## src/qrx_pkg.sv

```systemverilog
package qrx_pkg;

  // ==========================================
  // Control word layout
  localparam int unsigned WORD_BITS = 32;
  localparam logic [31:0] POR_WORD  = 32'h0000_cc00;

  localparam int unsigned BIT_EN_B       = 0;
  localparam int unsigned BIT_B_AMP1_LO  = 1;
  localparam int unsigned BIT_B_AMP2_LO  = 3;
  localparam int unsigned BIT_TEST_LO    = 6;
  localparam int unsigned BIT_FACTORY_LO = 10;
  localparam int unsigned BIT_EN_A       = 16;
  localparam int unsigned BIT_A_AMP1_LO  = 17;
  localparam int unsigned BIT_A_AMP2_LO  = 19;
  localparam int unsigned BIT_SEL_LO     = 22;
  localparam int unsigned BIT_FLOAT      = 25;
  localparam int unsigned BIT_TRIM3      = 26;
  localparam int unsigned BIT_PROBE_LO   = 27;
  localparam int unsigned BIT_TRIM_LO    = 29;

  // ==========================================
  // Timing
  localparam int unsigned CLK_PS        = 4000;
  localparam int unsigned DOUT_START_NS = 90;
  localparam int unsigned DOUT_SHIFT_NS = 30;
  localparam int unsigned DOUT_REL_NS   = 100;
  localparam int unsigned GAP_US        = 5;
  // Longest times round down
  localparam int unsigned DOUT_SHIFT_CYC = DOUT_SHIFT_NS * 1000 / CLK_PS;
  localparam int unsigned GAP_CYC        = GAP_US * 1000000 / CLK_PS;
  // Input sync (2) plus edge detect (1) plus output register (1)
  localparam int unsigned PIPE_CYC       = 4;

  // ==========================================
  // Analog selector codes
  localparam logic [2:0] SEL_TEMP0 = 3'h0;
  localparam logic [2:0] SEL_TEMP1 = 3'h1;
  localparam logic [2:0] SEL_PROBE = 3'h2;
  localparam logic [2:0] SEL_BGAP  = 3'h4;
  localparam logic [1:0] PROBE_LO_POWER = 2'h0;

  typedef struct packed {
    logic       en;
    logic [1:0] amp1_gain;   // [0]=6 dB, [1]=12 dB
    logic [2:0] amp2_gain;   // [0]=6, [1]=12, [2]=18 dB
  } qrx_pair_s;

  typedef struct packed {
    logic       route_temp;
    logic       route_probe;
    logic       route_bgap;
    logic       probe_lo_power;
    logic       flag_drive;
    logic       analog_drive;
  } qrx_mux_s;

endpackage

```

## src/qrx_spi_slave.sv

```systemverilog
`timescale 1ns/1ps

// What this block does
// - Power-on preset: bits 10, 11, 14, 15 high, others low.
// - Falling serial select starts a new command frame.
// - Serial input sampled on each falling serial clock edge.
// - Word shifted in most significant bit first, bit 31 to 0.
// - Bit 0 enables receivers three and four.
// - Bit 16 enables receivers one and two.
// - Bits 1-5 set gain stages for receivers three and four.
// - Bits 17-21 set gain stages for receivers one and two.
// - Bits 6-9 inject test signal into channels four to one.
// - Bits 24..22 form the analog selector, bit 24 most significant.
// - Bit 25 floats the flag output and lets selector drive pin.
// - Bits 28..27 pick probe; only code 00 gives LO power.
// - Selector 00X routes temperature sensor.
// - Selector 010 routes chosen probe, 100 the band gap.
// - Other selector codes leave the analog output unselected.
// - Output drives word MSB within 90 ns of select falling.
// - Next output bit within 30 ns of each falling clock edge.
// - Output released within 100 ns of select rising.
// - All saturation detections OR into one flag.
// - Flag and analog signal share one pin, chosen by bit 25.
module qrx_spi_slave (
  input  wire logic               clock,            // 250 MHz system clock
  input  wire logic               nrst,             // Synchronous reset, active low
  input  wire logic               serial_select_n,  // Frame select pin, active low
  input  wire logic               serial_clock,     // Serial clock pin
  input  wire logic               serial_in,        // Serial data pin
  input  wire logic [7:0]         sat_detect,       // Mixer and IF saturation detectors
  output logic                    serial_out,       // Serial data out
  output logic                    serial_out_oe,    // Serial data out enable
  output qrx_pkg::qrx_pair_s      pair_a,           // Receivers one and two
  output qrx_pkg::qrx_pair_s      pair_b,           // Receivers three and four
  output logic [3:0]              test_inject,      // [0]=ch1 .. [3]=ch4
  output logic [9:0]              factory_bits,     // Bits 10..15, 26, 29..31
  output qrx_pkg::qrx_mux_s       mux,              // Analog selector decode
  output logic                    analog_flag_pin,  // Flag level on shared pin
  output logic                    analog_flag_oe,   // Flag drives shared pin
  output logic                    frame_error       // Last frame not 32 edges
);

  // ==========================================
  // State
  typedef struct packed {
    logic [1:0]  sel_sync;
    logic [1:0]  sck_sync;
    logic [1:0]  din_sync;
    logic        sel_q;
    logic        sck_q;
    logic        busy;
    logic [5:0]  count;
    logic [31:0] shift;
    logic [31:0] word;
    logic [31:0] out_shift;
    logic        dout;
    logic        doe;
    logic        flag;
    logic        err;
  } qrx_state_s;

  qrx_state_s st;
  qrx_state_s next_st;
  logic       sel_fall;
  logic       sel_rise;
  logic       sck_fall;

  always_comb begin
    next_st          = st;
    next_st.sel_sync = {st.sel_sync[0], serial_select_n};
    next_st.sck_sync = {st.sck_sync[0], serial_clock};
    next_st.din_sync = {st.din_sync[0], serial_in};
    next_st.sel_q    = st.sel_sync[1];
    next_st.sck_q    = st.sck_sync[1];
    sel_fall = st.sel_q & ~st.sel_sync[1];
    sel_rise = ~st.sel_q & st.sel_sync[1];
    sck_fall = st.sck_q & ~st.sck_sync[1] & ~st.sel_sync[1];
    if (sel_fall) begin
      next_st.busy      = 1'b1;
      next_st.count     = 6'h00;
      next_st.out_shift = st.word;
      next_st.dout      = st.word[31];
      next_st.doe       = 1'b1;
    end else if (st.busy && sck_fall) begin
      next_st.shift = {st.shift[30:0], st.din_sync[1]};
      if (st.count != 6'h3f) begin
        next_st.count = st.count + 6'h01;
      end
      next_st.out_shift = {st.out_shift[30:0], 1'b0};
      next_st.dout      = st.out_shift[30];
    end
    if (sel_rise) begin
      next_st.doe  = 1'b0;
      next_st.busy = 1'b0;
      if (st.busy && st.count == 6'(qrx_pkg::WORD_BITS)) begin
        next_st.word = st.shift;
        next_st.err  = 1'b0;
      end else if (st.busy) begin
        next_st.err  = 1'b1;
      end
    end
    next_st.flag = |sat_detect;
  end

  always_ff @(posedge clock) begin
    if (!nrst) begin
      st          <= '0;
      // Pins idle high; matching them avoids a false edge after reset
      st.sel_sync <= 2'h3;
      st.sck_sync <= 2'h3;
      st.din_sync <= 2'h3;
      st.sel_q    <= 1'b1;
      st.sck_q    <= 1'b1;
      st.word     <= qrx_pkg::POR_WORD;
    end else begin
      st <= next_st;
    end
  end

  // ==========================================
  // Control word fields
  // Pair three/four, then pair one/two
  assign pair_b.en        = st.word[qrx_pkg::BIT_EN_B];
  assign pair_b.amp1_gain = st.word[qrx_pkg::BIT_B_AMP1_LO +: 2];
  assign pair_b.amp2_gain = st.word[qrx_pkg::BIT_B_AMP2_LO +: 3];
  assign pair_a.en        = st.word[qrx_pkg::BIT_EN_A];
  assign pair_a.amp1_gain = st.word[qrx_pkg::BIT_A_AMP1_LO +: 2];
  assign pair_a.amp2_gain = st.word[qrx_pkg::BIT_A_AMP2_LO +: 3];

  genvar gi;
  generate
    for (gi = 0; gi < 4; gi++) begin : g_inj
      assign test_inject[gi] = st.word[qrx_pkg::BIT_TEST_LO + 3 - gi];
    end
  endgenerate

  assign factory_bits = {st.word[qrx_pkg::BIT_TRIM_LO +: 3],
                         st.word[qrx_pkg::BIT_TRIM3],
                         st.word[qrx_pkg::BIT_FACTORY_LO +: 6]};

  // ==========================================
  // Analog selector decode
  logic [2:0] sel_code;
  logic [1:0] probe_code;
  logic       flt;
  assign sel_code   = st.word[qrx_pkg::BIT_SEL_LO +: 3];
  assign probe_code = st.word[qrx_pkg::BIT_PROBE_LO +: 2];
  assign flt        = st.word[qrx_pkg::BIT_FLOAT];

  always_comb begin
    mux = '0;
    unique case (sel_code)
      qrx_pkg::SEL_TEMP0, qrx_pkg::SEL_TEMP1: mux.route_temp  = 1'b1;
      qrx_pkg::SEL_PROBE:                     mux.route_probe = 1'b1;
      qrx_pkg::SEL_BGAP:                      mux.route_bgap  = 1'b1;
      default: ;
    endcase
    mux.probe_lo_power = (probe_code == qrx_pkg::PROBE_LO_POWER);
    mux.flag_drive     = ~flt;
    mux.analog_drive   = flt;
  end

  assign analog_flag_pin = st.flag;
  assign analog_flag_oe  = ~flt;
  assign serial_out      = st.dout;
  assign serial_out_oe   = st.doe;
  assign frame_error     = st.err;

  // ==========================================
  // Checks
  logic [31:0] last_word;
  always_ff @(posedge clock) begin
    if (!nrst) begin
      last_word <= qrx_pkg::POR_WORD;
    end else begin
      last_word <= st.word;
    end
  end
endmodule

```

## config.mk

```make
export PLATFORM = sky130hd
export DESIGN_NAME = qrx_spi_slave
export DESIGN_NICKNAME = d
export VERILOG_FILES = /design/src/qrx_pkg.sv /design/src/qrx_spi_slave.sv
export SDC_FILE = /design/constraint.sdc
export NUM_CORES = 1
export LEC_CHECK = 0
export ABC_AREA = 1
export BUFFER_PORTS_ARGS = -buffer_cell sky130_fd_sc_hd__buf_2
export CAP_MARGIN = 10
export CORE_AREA = 2 2 107 109
export CTS_BUF_LIST = sky130_fd_sc_hd__clkbuf_4 sky130_fd_sc_hd__clkbuf_8
export DETAILED_ROUTE_END_ITERATION = 12
export DIE_AREA = 0 0 109 111
export PLACE_DENSITY_LB_ADDON = 0.25
export SYNTH_ARGS = -nofsm -noshare
export SYNTH_HDL_FRONTEND = slang
export SYNTH_SLANG_ARGS = --single-unit
```

## constraint.sdc

```tcl
create_clock -name clock -period 3.5 [get_ports clock]
set_input_delay 0.525 -clock clock [delete_from_list [all_inputs] [get_ports clock]]
set_output_delay 0.525 -clock clock [all_outputs]
set_load 0.02 [all_outputs]
```

; ---- Yosys cells after proc, flatten, opt, wreduce, memory -nomap -nowiden
; Index checks and enable logic that the tools add are counted.
[op_classes]
bitwise_logic = 10
shift = 0
n_mux = 7
eq_ne = 5
add_sub_neg = 1
n_lt_le_gt_ge = 0
div_mod_pow = 0
n_reduce_logical = 14
multipliers = 0
[ops]
columns = op, n
row1 = 32-bit 2-to-1 mux, 2
row2 = 2-bit AND reduction, 4
row3 = 8-bit OR reduction, 1
row4 = 6-bit by 1-bit adder with 6-bit output (second input constant), 1
row5 = 6-bit == test (second input constant), 1
row6 = 6-bit inequality test (second input constant), 1
row7 = 1-bit NOT, 6
row8 = 2-bit OR reduction, 3
row9 = 1-bit 2-to-1 mux, 5
row10 = 1-bit AND, 4
row11 = 2-bit nonzero test, 2
row12 = 3-bit by 1-bit == test with 1-bit output (second input constant), 1
row13 = 3-bit by 2-bit == test with 1-bit output (second input constant), 1
row14 = 3-bit == test (second input constant), 1
row15 = 3-bit logical NOT, 1
row16 = 1-bit logical AND, 2
row17 = 2-bit logical NOT, 1
[word_totals]
rom_bits = 0
latchBits = 0
ramBits = 0
memories = 0
input_bits = 13
output_inout_bits = 37
word_cells = 50
reg_bits = 113

; ---- Logic depth before layout (Yosys ltp)
[depth]
depth_word = 6
ltp_mapped = 9
depth_no_buf = 8

; ---- Worst setup path before layout
; OpenSTA, ideal clock, no wires.
[synth_timing]
path_type = flip-flop to output port
from = register st (netlist bit sel_code[2])
to = output port mux[3] in the netlist's numbering
stages_incl_launch_ff = 3
setup_slack_ps = 2133
t_arrival_ps = 842
t_required_ps = 2975
n_path_buf = 0
cell_sequence = dfxtp_1 inv_1 nor3_1
[synth_lines]
columns = item, line_no
row1 = "start, declared", qrx_spi_slave.sv:62  ; qrx_state_s st;
row2 = "start signal, assigned", qrx_spi_slave.sv:116  ; st <= next_st;
row3 = "end, declared", qrx_spi_slave.sv:37  ; output qrx_pkg::qrx_mux_s mux,

; ---- Worst setup path in the final report
[layout_timing]
from = register st[108] in the netlist's numbering
to = register st (netlist bit test_inject[0])
[layout_between]
elab_chain_len = 3
[layout_rtl]
columns = item, line_no
row1 = 1-bit NOT, qrx_spi_slave.sv:76  ; sel_rise = ~st.sel_q & st.sel_sync[1];
row2 = 1-bit AND, qrx_spi_slave.sv:76
row3 = 2-bit AND reduction (no line), --
; Every way passes these cells.
; A chain may end at the register's enable or synchronous reset.

==> impl_results.md <==
- Run status: finished clean
- Die Height: 111 um
- 1st-iter DRT viols: 321
- I/O pin count: 50
- Cell area after synthesis: 5010 um2
- Row count: 39
- Distinct cells, synth: 27
- Antenna-violating nets left: 0
- Area Growth Syn to Fin: 7.31%
- Worst reg2reg path endpoint: test_inject[0]$_SDFFE_PN0P_
- Layout cells sized above 1: 15.1%
- Top cells by area, synth: dfxtp_1, nand2_1, a21oi_1
- PortBufs: 49
- Synth Area in Simple Gates: 34.7%
- Synthesized-area fraction occupied by adder cells: 0.499%
- Dpl hpwl: 6.63 mm
- Wirelength per Cell: 12.7 um
- CTS root buf: clkbuf_8
- Top cell type's share of synthesized area: 45.1%
- Die area: 12,100 um2
- Largest net degree at the start of global routing: 43
- Final setup vio count: 0
- Setup_tns: 0 ps
- CORE AREA: 11,100 um2
- Gpl congestion: 0.794
- Vias: 4,193
- Worst-case reg-to-reg path depth: 7
- Max clock buf depth: 2
- Fin. max-slew vios: 0
- Leak: 2.21 nW
- Drc violations: 0
- Largest family of logic cells by synthesized area: simple AND/OR/NAND/NOR gates
- Layout net count: 706
- Cell area power density: 494 nW/um2
- Period utilisation layout: 51.6%
- Hold_buf cts: 0
- Synth Area in Compound Gates: 7.49%
- Total gr overflow: 0
- Via-to-Cell Ratio: 4.97
- Drt pass-1 iters: 5
- Vias in the first global route: 3,817
- Final hold vios: 0
- Overall routing resource usage: 19.1%
- WHS Endpoint: next_st[110]$_SDFF_PN1_
- Maximum clock rate: 0.554 GHz
- Slew @ Worst Pin: 1080 ps
- Global-route wire length before repair: 18.2 mm
- Worst slew margin: 27.9%
- CTS clock-pin slew for the worst setup and hold paths: 70 ps
- Max VDD drop: 0.000259 V
- Post-synth top area cell: dfxtp_1
- HP Class: primary input to register
- Crit path kind: register to register
- Hold depth: 2
- Crit path launch type: register
- R2r setup slk: 1690 ps
- H-tree depth: 4
- Starting Density: 45.3%
- Setup Buffers After CTS: 0
- Most common cell after layout, fill and taps aside: nand2_1
- Mux share of post-synthesis cell area: 0%
- Initial antenna violation count: 0
- Sequential area share after synthesis: 45.1%
- Dpl cells: 815
- Syn Inst Count: 689
- Die W: 109 um
- Tmin final: 1810 ps
- Skew final: 12.6 ps
- Commonest non-fill, non-tap cells in the layout: nand2_1, dfxtp_1, a21oi_1
- Crit Reg-Reg Startpoint: st[108]$_SDFF_PN1_
- Cell Count, Final, Fillers Out: 844
- CP endpoint kind: register
- Post-Synth XOR/XNOR Area: 0.175%
- Crit path arrival time: 2170 ps
- N_diodes: 0
- Max-Cap Viols: 0
- Critical path data required time: 3870 ps
- Filler cell count: 1,113
- Worst-Skew Late Latency: 440 ps
- Clk sink count: 113
- #FFs+latches synth: 113
- Post-synth net total: 704
- Synth warnings: 0
- Worst hold start: serial_in
- CTS tree: yes
- CTS Buf Count: 17
- CP Max Fanout: 33
- RSZ-0062 raised after global routing: no
- Post_cts resized: 0
- Drt total wl: 10.7 mm
- Avg Inst Size Synth: 7.27 um2
==> report_power, final <==
group          internal [mW]  switching, mW
logic                 0.0192         0.0620
clock network          0.781          0.502
registers               1.29        0.00248
total                   2.09          0.566
==> worst max-delay path, cell delays in order (launching register included) <==
cell     delay [ps]
dfxtp_1         330
inv_1            70
nand2_1          90
nor2_4          560
nand2_4         150
inv_4           330
nor2_1           70
nor2_1          120
==> routing by layer <==
layer  GRT usage (%)  wire length, um
met1            26.0             5330
met2            28.7             4710
met3            5.29              491
met4            6.84              182
met5               0                0
==> cells by family after synthesis <==
logic type | Yosys count
buf+inv | 95
flops | 113
fa+ha+maj | 2
compound gates | 75
simple gates | 403
xor+xnor | 1
==> synth_stat cells <==
cell type	n
a21oi_1	70
buf_1	3
buf_2	19
buf_4	28
buf_6	15
clkbuf_1	7
dfxtp_1	113
ha_1	2
inv_1	16
inv_2	6
inv_4	1
nand2_1	248
nand2_2	3
nand2_4	2
nand3_1	40
nand3_2	1
nand3b_1	28
nand4_1	2
nor2_1	67
nor2_2	1
nor2_4	2
nor3_1	1
nor4_1	2
o21ai_0	2
o21ai_1	3
or2_2	6
xor2_1	1
==> state kept, by name, summed over array words and instances (netlist names) <==
signal,flops
analog_flag_pin,1
factory_bits,10
frame_error,1
mux,1
next_st,5
pair_a,6
pair_b,6
probe_code,2
sel_code,3
serial_out,1
serial_out_oe,1
st,72
test_inject,4
==> worst max path at each step <==
stage / end / depth (start not counted) / startpoint / slack [ps]
floorplan: mux[3] / 2 / sel_code[2]$_SDFFE_PN0P_ / 2130
global placement: serial_out$_SDFFE_PN0P_ / 5 / nrst / 1460
global route: pair_a[1]$_SDFFE_PN0P_ / 7 / st[108]$_SDFF_PN1_ / 1430
detailed placement: st[15]$_SDFFE_PN0P_ / 5 / nrst / 1410
finish: test_inject[0]$_SDFFE_PN0P_ / 7 / st[108]$_SDFF_PN1_ / 1690
CTS: test_inject[0]$_SDFFE_PN0P_ / 7 / st[108]$_SDFF_PN1_ / 1660
==> layout make-up <==
cell class                      instances  area, um2  share of cell area [%]
Inverter                               23       88.8                    1.65
Multi-Input combinational cell        481       2150                    40.0
Timing Repair Buffer                   55        290                    5.40
Tap cell                              143        179                    3.33
Clock inverter                          6        105                    1.95
Clock buffer                           23        304                    5.65
Sequential cell                       113       2260                    42.1
==> stage by stage <==
| step | setup WS (ps) | hold WS, ps | power, mW | cell area [um2] | util (%) |
|---|---|---|---|---|---|
| after floorplan | 2130 | 393 | 1.38 | 5010 | - |
| after global placement | 1460 | 396 | 1.40 | 4970 | 44.9 |
| after detailed placement | 1410 | 400 | 1.41 | 4970 | 44.9 |
| after CTS | 1660 | 249 | 2.68 | 5380 | 48.6 |
| after global routing | 1430 | 259 | 2.75 | 5380 | 48.6 |
| final | 1690 | 273 | 2.66 | 5380 | 48.6 |
(Power assumes the default switching activity.)
